**src/include/cecb_pkg.sv**
```systemverilog
package cecb_pkg;

	// Register bus geometry.
	localparam int          ADDR_W = 8;
	localparam int          DATA_W = 32;

	// Register byte offsets.
	localparam logic [7:0] OFS_CTRL_LOW  = 8'h00;
	localparam logic [7:0] OFS_CTRL_HIGH = 8'h04;
	localparam logic [7:0] OFS_ERR_FLAG  = 8'h08;
	localparam logic [7:0] OFS_ERR_IE    = 8'h0c;
	localparam logic [7:0] OFS_STATUS    = 8'h10;
	localparam logic [7:0] OFS_TX_STAT   = 8'h14;
	localparam logic [7:0] OFS_RX_NEW    = 8'h18;
	localparam logic [7:0] OFS_RX_SEL    = 8'h1c;
	localparam logic [7:0] OFS_RX_DATA   = 8'h20;

	// Field positions in chan_ctrl_low and chan_ctrl_high.
	localparam int          POS_FORCE_RET = 2;
	localparam int          POS_ABORT_IE  = 3;
	localparam int          POS_ERR_DISP  = 2;

	// Source flag positions in chan_error_flag_reg, bus error flags at 14-8.
	localparam int          SRC_BUS_ERR  = 0;
	localparam int          SRC_WARN     = 1;
	localparam int          SRC_PASSIVE  = 2;
	localparam int          SRC_BO_ENTRY = 3;
	localparam int          SRC_BO_REC   = 4;
	localparam int          SRC_OVERLOAD = 5;
	localparam int          SRC_LOCK     = 6;
	localparam int          SRC_ARB_LOST = 7;
	localparam int          NUM_SRC      = 8;
	localparam int          POS_BERR_LO  = 8;
	localparam int          NUM_BERR     = 7;

	// Channel mode codes and bus-off recovery policies.
	localparam logic [1:0] MODE_COMM  = 2'h0;
	localparam logic [1:0] MODE_RESET = 2'h1;
	localparam logic [1:0] MODE_HALT  = 2'h2;
	localparam logic [1:0] POL_ISO    = 2'h0;
	localparam logic [1:0] POL_ENTRY  = 2'h1;
	localparam logic [1:0] POL_END    = 2'h2;
	localparam logic [1:0] POL_PROG   = 2'h3;

	// Error counter thresholds.
	localparam logic [8:0] LIM_WARN    = 9'h05f;
	localparam logic [8:0] LIM_PASSIVE = 9'h07f;
	localparam logic [8:0] LIM_BUSOFF  = 9'h0ff;

	// Bit counts on the bus and storage length in clock cycles.
	localparam logic [3:0] RUN_LAST   = 4'ha;
	localparam logic [7:0] OCC_LAST   = 8'h7f;
	localparam logic [5:0] LOCK_LAST  = 6'h1f;
	localparam logic [3:0] STORE_CYC  = 4'ha;
	localparam int          NUM_RXBUF = 16;

	// Reset values.
	localparam logic [1:0] RST_MODE   = MODE_RESET;
	localparam logic [1:0] RST_POLICY = POL_ISO;

	typedef enum logic {BO_ACTIVE, BO_OFF} cecb_bo_e;

endpackage

```
**src/design/cecb_chan_sup.sv**
```systemverilog
`timescale 1ns/1ps
`default_nettype none
module cecb_chan_sup
(
	input  wire logic                       sys_clk,         // Peripheral clock, 20 MHz.
	input  wire logic                       resetn,          // Synchronous reset, active low.
	input  wire logic [cecb_pkg::ADDR_W-1:0] avs_address,    // Byte address.
	input  wire logic                       avs_read,        // Read request.
	input  wire logic                       avs_write,       // Write request.
	input  wire logic [3:0]                 avs_byteenable,  // Write byte lanes.
	input  wire logic [cecb_pkg::DATA_W-1:0] avs_writedata,  // Write data.
	output logic      [cecb_pkg::DATA_W-1:0] avs_readdata,   // Read data.
	output logic                            avs_waitrequest, // Stall while high.
	input  wire logic                       can_rx,          // Receive pin from transceiver.
	input  wire logic                       bit_tick,        // Bit sample point pulse.
	input  wire logic                       tx_mon,          // Bit monitoring active this bit.
	input  wire logic                       tx_bit,          // Level being driven this bit.
	input  wire logic [4:0]                 proto_err,       // Ack-delim, crc, ack, form, stuff.
	input  wire logic [7:0]                 rx_err_cnt,      // Receive error counter.
	input  wire logic [8:0]                 tx_err_cnt,      // Transmit error counter.
	input  wire logic                       overload_det,    // Overload condition pulse.
	input  wire logic                       arb_lost,        // Arbitration lost pulse.
	input  wire logic                       tx_abort_done,   // Transmit abort complete pulse.
	input  wire logic                       tx_done_req,     // Transmit complete request.
	input  wire logic                       fifo_tx_req,     // FIFO transmit complete request.
	input  wire logic                       tx_hist_req,     // Transmit history request.
	input  wire logic                       store_start,     // Receive buffer store begins.
	input  wire logic [3:0]                 store_idx,       // Target receive buffer.
	input  wire logic [31:0]                store_word,      // Message word to store.
	output logic      [1:0]                 chan_mode,       // Current channel mode.
	output logic                            busoff,          // Channel in bus-off.
	output logic                            chan_err_irq,    // Channel error interrupt.
	output logic                            chan_tx_irq      // Channel transmit interrupt.
);
	import cecb_pkg::*;

	logic              ack_q;
	logic [31:0]       rdata_q;
	logic [2:0]        rx_sync_q;
	logic              rx_q;
	logic [1:0]        mode_q;
	logic [1:0]        policy_q;
	logic              disp_all_q;
	logic              abort_ie_q;
	logic [NUM_SRC-1:0] ie_q;
	logic [14:0]       errf_q;
	logic              abort_q;
	cecb_bo_e          bo_q;
	logic [3:0]        run_q;
	logic [7:0]        occ_q;
	logic [5:0]        lock_q;
	logic              supp_q;
	logic              pend_q;
	logic              warn_q;
	logic              pass_q;
	logic [31:0]       rxmem [NUM_RXBUF];
	logic [15:0]       new_q;
	logic [3:0]        stor_cnt_q;
	logic [3:0]        stor_idx_q;
	logic [3:0]        rx_sel_q;
	logic              err_irq_q;
	logic              tx_irq_q;

	// Bus decode: one wait state, writes land on the edge after the wait, which completes the transfer.
	wire        req      = avs_read | avs_write;
	wire        wr_en    = avs_write & ack_q;
	wire [31:0] be_mask  = {{8{avs_byteenable[3]}}, {8{avs_byteenable[2]}},
		{8{avs_byteenable[1]}}, {8{avs_byteenable[0]}}};
	wire [31:0] wd       = avs_writedata & be_mask;
	wire        wr_ctl_l = wr_en & (avs_address == OFS_CTRL_LOW);
	wire        wr_ctl_h = wr_en & (avs_address == OFS_CTRL_HIGH);
	wire        wr_errf  = wr_en & (avs_address == OFS_ERR_FLAG);
	wire        wr_ie    = wr_en & (avs_address == OFS_ERR_IE) & avs_byteenable[0];
	wire        wr_txs   = wr_en & (avs_address == OFS_TX_STAT) & avs_byteenable[0];
	wire        wr_new   = wr_en & (avs_address == OFS_RX_NEW);
	wire        wr_sel   = wr_en & (avs_address == OFS_RX_SEL) & avs_byteenable[0];

	// Software requests carried by chan_ctrl_low.
	wire        mode_wr   = wr_ctl_l & avs_byteenable[0];
	wire [1:0]  mode_wd   = avs_writedata[1:0];
	wire        force_wr  = mode_wr & avs_writedata[POS_FORCE_RET];
	wire        in_bo     = (bo_q == BO_OFF);
	wire        sw_reset  = mode_wr & (mode_wd == MODE_RESET);
	wire        sw_halt   = mode_wr & (mode_wd == MODE_HALT);
	wire        hold_halt = in_bo & sw_halt & (policy_q == POL_ISO);

	// Recessive-run and occurrence counting toward recovery.
	wire        rec_bit   = bit_tick & rx_q;
	wire        eleven    = in_bo & rec_bit & (run_q == RUN_LAST);
	wire        recovered = eleven & (occ_q == OCC_LAST);
	wire        force_ret = in_bo & force_wr;
	wire        enter_bo  = ~in_bo & (tx_err_cnt > LIM_BUSOFF);

	// Recovery interrupt is dropped for reset mode, policy 01 or a program halt.
	wire        supp_now  = supp_q | sw_reset | ((policy_q == POL_PROG) & sw_halt);
	wire        rec_ev    = recovered & ~supp_now;

	// Automatic halt may only start from communication mode.
	wire        auto_halt = (mode_q == MODE_COMM) &
		((enter_bo & (policy_q == POL_ENTRY)) |
		(recovered & ((policy_q == POL_END) | ((policy_q == POL_ISO) & pend_q))));
	wire [1:0]  mode_d    = (mode_wr & ~hold_halt) ? mode_wd :
		(auto_halt ? MODE_HALT : mode_q);

	// Counter thresholds, raised once per crossing from below.
	wire        warn_now   = ({1'b0, rx_err_cnt} > LIM_WARN) | (tx_err_cnt > LIM_WARN);
	wire        pass_now   = ({1'b0, rx_err_cnt} > LIM_PASSIVE) | (tx_err_cnt > LIM_PASSIVE);
	wire        warn_ev    = warn_now & ~warn_q;
	wire        pass_ev    = pass_now & ~pass_q;

	// Bus lock: the 32nd dominant bit in a row in communication mode.
	wire        lock_ev    = bit_tick & ~rx_q & (mode_q == MODE_COMM) & (lock_q == LOCK_LAST);

	// Bit errors come from comparing the driven level with the sampled one.
	wire        bit0_err   = bit_tick & tx_mon & ~tx_bit & rx_q;
	wire        bit1_err   = bit_tick & tx_mon & tx_bit & ~rx_q;
	wire [6:0]  bus_ev     = {proto_err[4], bit0_err, bit1_err, proto_err[3:0]};
	wire        first_free = (errf_q[14:8] == 7'h00);
	wire [6:0]  berr_set   = (disp_all_q | first_free) ? bus_ev : 7'h00;
	wire [NUM_SRC-1:0] src_ev = {arb_lost, lock_ev, overload_det, rec_ev,
		enter_bo, pass_ev, warn_ev, |bus_ev};
	wire [14:0] errf_clr   = wr_errf ? (~avs_writedata[14:0] & be_mask[14:0]) : 15'h0000;
	wire [14:0] errf_d     = (errf_q & ~errf_clr) | {berr_set, src_ev};

	// Storage window: the buffer being written cannot have its flag cleared.
	wire        storing    = (stor_cnt_q != 4'h0);
	wire [15:0] store_bit  = store_start ? (16'h0001 << store_idx) : 16'h0000;
	wire [15:0] busy_bit   = (storing ? (16'h0001 << stor_idx_q) : 16'h0000) | store_bit;
	wire [15:0] new_clr    = wr_new ? (~avs_writedata[15:0] & be_mask[15:0] & ~busy_bit) :
		16'h0000;
	wire [15:0] new_d      = (new_q & ~new_clr) | store_bit;

	// Read-back multiplexer; unmapped addresses read zero.
	wire [31:0] rd_mux =
		(avs_address == OFS_CTRL_LOW)  ? {28'h0000000, abort_ie_q, 1'b0, mode_q} :
		(avs_address == OFS_CTRL_HIGH) ? {29'h00000000, disp_all_q, policy_q} :
		(avs_address == OFS_ERR_FLAG)  ? {17'h00000, errf_q} :
		(avs_address == OFS_ERR_IE)    ? {24'h000000, ie_q} :
		(avs_address == OFS_STATUS)    ? {28'h0000000, pend_q, in_bo, mode_q} :
		(avs_address == OFS_TX_STAT)   ? {31'h00000000, abort_q} :
		(avs_address == OFS_RX_NEW)    ? {16'h0000, new_q} :
		(avs_address == OFS_RX_SEL)    ? {28'h0000000, rx_sel_q} :
		(avs_address == OFS_RX_DATA)   ? rxmem[rx_sel_q] : 32'h00000000;

	assign avs_waitrequest = req & ~ack_q;
	assign avs_readdata    = rdata_q;
	assign chan_mode       = mode_q;
	assign busoff          = in_bo;
	assign chan_err_irq    = err_irq_q;
	assign chan_tx_irq     = tx_irq_q;

	// Bus slave handshake; read data is captured during the wait state.
	always_ff @(posedge sys_clk)
	begin
		if (!resetn)
		begin
			ack_q   <= 1'b0;
			rdata_q <= 32'h00000000;
		end
		else
		begin
			ack_q <= req & ~ack_q;
			if (avs_read & ~ack_q)
			begin
				rdata_q <= rd_mux;
			end
		end
	end

	// Pin synchroniser; the level moves only when the last two stages agree.
	always_ff @(posedge sys_clk)
	begin
		if (!resetn)
		begin
			rx_sync_q <= 3'h7;
			rx_q      <= 1'b1;
		end
		else
		begin
			rx_sync_q <= {rx_sync_q[1:0], can_rx};
			if (rx_sync_q[1] == rx_sync_q[2])
			begin
				rx_q <= rx_sync_q[2];
			end
		end
	end

	// Control registers written by software.
	always_ff @(posedge sys_clk)
	begin
		if (!resetn)
		begin
			mode_q     <= RST_MODE;
			policy_q   <= RST_POLICY;
			disp_all_q <= 1'b0;
			abort_ie_q <= 1'b0;
			ie_q       <= 8'h00;
			rx_sel_q   <= 4'h0;
		end
		else
		begin
			mode_q <= mode_d;
			if (wr_ctl_l & avs_byteenable[0])
			begin
				abort_ie_q <= avs_writedata[POS_ABORT_IE];
			end
			if (wr_ctl_h & avs_byteenable[0])
			begin
				policy_q   <= avs_writedata[1:0];
				disp_all_q <= avs_writedata[POS_ERR_DISP];
			end
			if (wr_ie)
			begin
				ie_q <= wd[NUM_SRC-1:0];
			end
			if (wr_sel)
			begin
				rx_sel_q <= wd[3:0];
			end
		end
	end

	// Bus-off state. A forced return or a reset request leaves it silently,
	// which keeps software from taking a recovery interrupt it did not wait for.
	always_ff @(posedge sys_clk)
	begin
		if (!resetn)
		begin
			bo_q   <= BO_ACTIVE;
			supp_q <= 1'b0;
			pend_q <= 1'b0;
		end
		else
		begin
			case (bo_q)
				BO_ACTIVE:
				begin
					pend_q <= 1'b0;
					if (enter_bo)
					begin
						bo_q   <= BO_OFF;
						supp_q <= (policy_q == POL_ENTRY);
					end
				end
				BO_OFF:
				begin
					supp_q <= supp_now;
					if (hold_halt)
					begin
						pend_q <= 1'b1;
					end
					if (recovered | force_ret | sw_reset)
					begin
						bo_q <= BO_ACTIVE;
					end
				end
				default:
				begin
					bo_q <= BO_ACTIVE;
				end
			endcase
		end
	end

	// Bit-level counters on the sample point.
	always_ff @(posedge sys_clk)
	begin
		if (!resetn)
		begin
			run_q  <= 4'h0;
			occ_q  <= 8'h00;
			lock_q <= 6'h00;
		end
		else
		begin
			if (!in_bo)
			begin
				run_q <= 4'h0;
				occ_q <= 8'h00;
			end
			else if (bit_tick)
			begin
				run_q <= (!rx_q || eleven) ? 4'h0 : run_q + 4'h1;
				occ_q <= eleven ? occ_q + 8'h01 : occ_q;
			end
			if (bit_tick)
			begin
				lock_q <= (rx_q || mode_q != MODE_COMM || lock_q == LOCK_LAST) ? 6'h00 :
					lock_q + 6'h01;
			end
		end
	end

	// Flags; a set in the cycle of a clear wins.
	always_ff @(posedge sys_clk)
	begin
		if (!resetn)
		begin
			errf_q  <= 15'h0000;
			abort_q <= 1'b0;
			warn_q  <= 1'b0;
			pass_q  <= 1'b0;
		end
		else
		begin
			errf_q  <= errf_d;
			abort_q <= tx_abort_done | (abort_q & ~(wr_txs & ~avs_writedata[0]));
			warn_q  <= warn_now;
			pass_q  <= pass_now;
		end
	end

	// Interrupt outputs, registered to keep them glitch free.
	always_ff @(posedge sys_clk)
	begin
		if (!resetn)
		begin
			err_irq_q <= 1'b0;
			tx_irq_q  <= 1'b0;
		end
		else
		begin
			err_irq_q <= |(errf_q[NUM_SRC-1:0] & ie_q);
			tx_irq_q  <= (abort_q & abort_ie_q) | tx_done_req | fifo_tx_req | tx_hist_req;
		end
	end

	// Receive buffers: always the latest message, and no interrupt on store.
	always_ff @(posedge sys_clk)
	begin
		if (store_start)
		begin
			rxmem[store_idx] <= store_word;
		end
	end

	// New-message flags and the storage window.
	always_ff @(posedge sys_clk)
	begin
		if (!resetn)
		begin
			new_q      <= 16'h0000;
			stor_cnt_q <= 4'h0;
			stor_idx_q <= 4'h0;
		end
		else
		begin
			new_q <= new_d;
			if (store_start)
			begin
				stor_cnt_q <= STORE_CYC - 4'h1;
				stor_idx_q <= store_idx;
			end
			else if (storing)
			begin
				stor_cnt_q <= stor_cnt_q - 4'h1;
			end
		end
	end

endmodule // cecb_chan_sup
`default_nettype wire

```
**config.mk**
```make
export PLATFORM = sky130hd
export DESIGN_NAME = cecb_chan_sup
export DESIGN_NICKNAME = d
export VERILOG_FILES = /design/src/include/cecb_pkg.sv /design/src/design/cecb_chan_sup.sv
export SDC_FILE = /design/constraint.sdc
export NUM_CORES = 1
export LEC_CHECK = 0
export ABC_CLOCK_PERIOD_IN_PS = 3300
export BUFFER_PORTS_ARGS = -buffer_cell sky130_fd_sc_hd__buf_2
export CAP_MARGIN = 20
export CORE_ASPECT_RATIO = 1.2
export CORE_MARGIN = 4
export CORE_UTILIZATION = 35
export CTS_CLUSTER_SIZE = 40
export DETAILED_ROUTE_END_ITERATION = 10
export GPL_TIMING_DRIVEN = 0
export PLACE_DENSITY = 0.52
export RECOVER_POWER = 100
export SYNTH_ARGS = -nofsm -noshare
export SYNTH_HDL_FRONTEND = slang
export SYNTH_SLANG_ARGS = --single-unit
```
**constraint.sdc**
```tcl
create_clock -name sys_clk -period 3.3 [get_ports sys_clk]
set_input_delay 0 -clock sys_clk [delete_from_list [all_inputs] [get_ports sys_clk]]
set_output_delay 0 -clock sys_clk [all_outputs]
set_load 0.01 [all_outputs]
```
==> impl_metrics.toml <==
[outcome]
status = "complete, but fails checks"
violations = "max-capacitance violations, max-slew violations"

[routing]
first_pass_iters = 5
avgRoutedWirePerCell_um = 25.2
drt_wl_total_um = 67800
final_antenna_net_count = 0
initialDrtViolationCount = 1167
via_per_inst = 5.27
vias = 14163
drt_drc_violations_left = 0

[clock_network]
cts-resized-gates = 0
cts_hold_buf = 106
clock_latency_ps = 600
cts_tree = "built"
tritoncts.num_buffers = 68
htree_num_levels = 3
cts.clk_slew.worst_paths_ps = 60
postCtsSetupBuffers = 0
cts-root-buf = "clkbuf_16"
clock-sinks = 636
cts_buffer_depth = 3

[critical_path]
r2r_setup_slack_ps = 240
crit_fanout = 12
crit_family = "buffers and inverters"
cp.required_ps = 3610
path_class = "in2reg"
cp-end-kind = "flop"
timing.rr.end = "avs_readdata[4]"
r2r_start = "ack_q"
cp-start-kind = "input pin"
worstPathCellList = "dlygate4sd3_1, clkbuf_1, nand3_1, nor2_1, clkbuf_2, buf_16"
crit_arrival_ps = 3390
cp_slowest_cell = "nor2_1"
crit_buf_inv = 4
ff2ff_path_depth = 7
critical-path-max-stage-delay_ps = 1250

[global_routing]
grt_usage = 0.179
grt_pass1_vias = 14767
grt_max_degree = 22
antenna_found_initial = 4
grt_pass1_wl_um = 99400
grt-ovfl-total = 0

[yosys]
synth.net_count = 1505
yosysMostFrequentCell = "edfxtp_1"
netlist_top_cells_count = "edfxtp_1 (512), mux4_2 (155), dfxtp_1 (124), nor2_1 (76), nand2_1 (61)"
ys_warn_count = 0
synth-async-reset-ratio = 0
synthFlopType = "edfxtp_1"
synth_cell_type_count = 71
synth_top_area_share = 0.616
yosysTopAreaCell = "edfxtp_1"
ys_seq_elements = 636
synth_seq_area_share = 0.716
synth_edf_count = 512
synthTopCellsByArea = "edfxtp_1 (62%), mux4_2 (14%), dfxtp_1 (10%), nor2_1 (1.1%), mux2i_1 (1.0%)"
synth_area_per_cell_um2 = 18.1
synth_area_mm2 = 0.0249
syn_inst = 1382

[cells_and_area]
drive_gt1_frac = 0.208
num-nets-final = 1837
nFillCells = 6265
fin_cells = 2689
seqCellArea_mm2 = 0.0179
area_delta_synth_final_pct = 21.1
stdcell_area_mm2 = 0.0302
multi_input_comb_area_mm2 = 0.00660
final_core_util = 0.430

[placed_design]
hpwl_um = 44600
gp_congestion = 0.847
place_area_mm2 = 0.0274
place_inst = 2455
pre_cts_ws_ps = 122
port_buffers = 122

[timing]
tightest_slew_ps = 2140
finalCritPeriodShare = 0.934
fmax_ghz = 0.324
hold_ws_ps = 29.4
skew_ps = 17.0
rsz0062_at_grt = "no"
hold_viol = 0
drv_slew = 76
relSlewSlack = -0.430
period_needed_ps = 3080
finalSetupViolCount = 0
setup-tns-final_ps = 0
fin_ws_ps = 217

[power_and_ir_drop]
pwr-share-comb = 0.040
ir_drop_mv = 0.416
clock_power_share = 0.444
seqPwrFrac = 0.516
switching_share = 0.208
leakage_nw = 9.61
power.density_mw_per_mm2 = 571
p_sw_mw = 3.58
finalPower_mw = 17.3
internal_power_mw = 13.7

[min_path]
min_path_type = "in2reg"
worstHoldStart = "avs_byteenable[0]"
hold_depth = 4
hold_end = "chan_mode[0]"

[floorplan]
io_pins = 155
die_h_um = 300
fp.coreArea_mm2 = 0.0702
die_x_um = 252
dieArea_mm2 = 0.0756
rows = 106
start_util = 0.356

[job]
maxCapViolCount = 6
-- worst min-delay path: cells and delay by family --
kind,cells,cell delay [ps]
AOI/OAI and AO/OA,1,100
buffers and inverters,1,120
and+or+nand+nor,2,340
-- layer usage --
metal  share of wire  vias up  GRT usage
met5         0.00032        -          0
met4           0.023        4     0.0526
met3           0.059       96     0.0291
met2            0.50      446      0.306
met1            0.42     7343      0.237
li1                -     6274          -
-- area by class of cell --
| cell class | count | share of cell area |
|---|---|---|
| Clock inverter | 31 | 0.0107 |
| Inverter | 20 | 0.00249 |
| Buffer | 73 | 0.0121 |
| Sequential cell | 636 | 0.591 |
| Antenna cell | 3 | 0.000249 |
| Tap cell | 918 | 0.0380 |
| Timing Repair Buffer | 262 | 0.0632 |
| Clock buffer | 93 | 0.0635 |
| Multi-Input combinational cell | 653 | 0.218 |
-- flip-flops by register name (all words and copies together), names as in the netlist, 2 cells and up, named ones only --
signal,cells
avs_readdata,32
chan_mode,2
errf_q,15
ie_q,8
lock_q,6
new_q,16
occ_q,8
policy_q,2
run_q,4
rx_sel_q,4
rx_sync_q,3
rxmem,512
stor_cnt_q,4
stor_idx_q,4
-- worst max path at each step --
stage                start              end  slack, ps  cells after the start
6_report       store_start    rxmem[13][16]        220                      6
5_1_grt        store_start      rxmem[1][6]         60                      6
4_1_cts              ack_q  avs_readdata[5]        110                      7
3_5_place_dp         ack_q  avs_readdata[4]        120                      7
3_3_place_gp   store_start     rxmem[9][27]      -3460                      3
2_1_floorplan  store_start      rxmem[9][0]        130                      3
-- power by group through the flow --
stage,Combinational (mW),Clock (mW),Sequential (mW)
floorplan,0.280,0,9.05
finish,0.686,7.66,8.91
detailed placement,0.602,0,9.07
global placement,0.550,0,9.07
global route,0.749,8.18,8.92
CTS,0.722,7.85,8.90
-- cells by family after synthesis --
group	count (synthesis)	synth area share
mux	182	0.151
simple gates	266	0.0562
buf+inv	93	0.0180
fa+ha+maj	6	0.00301
xor+xnor	12	0.00421
compound gates	187	0.0520
flops	636	0.716
-- cells in the final DEF, fill, tap and decap left out, types with 12 or more instances in the layout --
cell           count
nand2b_1          19
nor2_1            74
clkbuf_1         135
edfxtp_1         512
a21oi_1           46
o211ai_1          13
o21ai_0           26
dlygate4sd3_1    106
buf_2             63
nor3_1            23
clkbuf_16         70
clkinv_1          15
clkbuf_2          15
a22o_1            21
mux4_2           155
nor2b_1           12
dfxtp_1          124
or3_1             12
nand2_1           61
a22oi_1           17
inv_1             19
mux2i_1           26
Note: power is estimated with default switching activity, not from simulation.
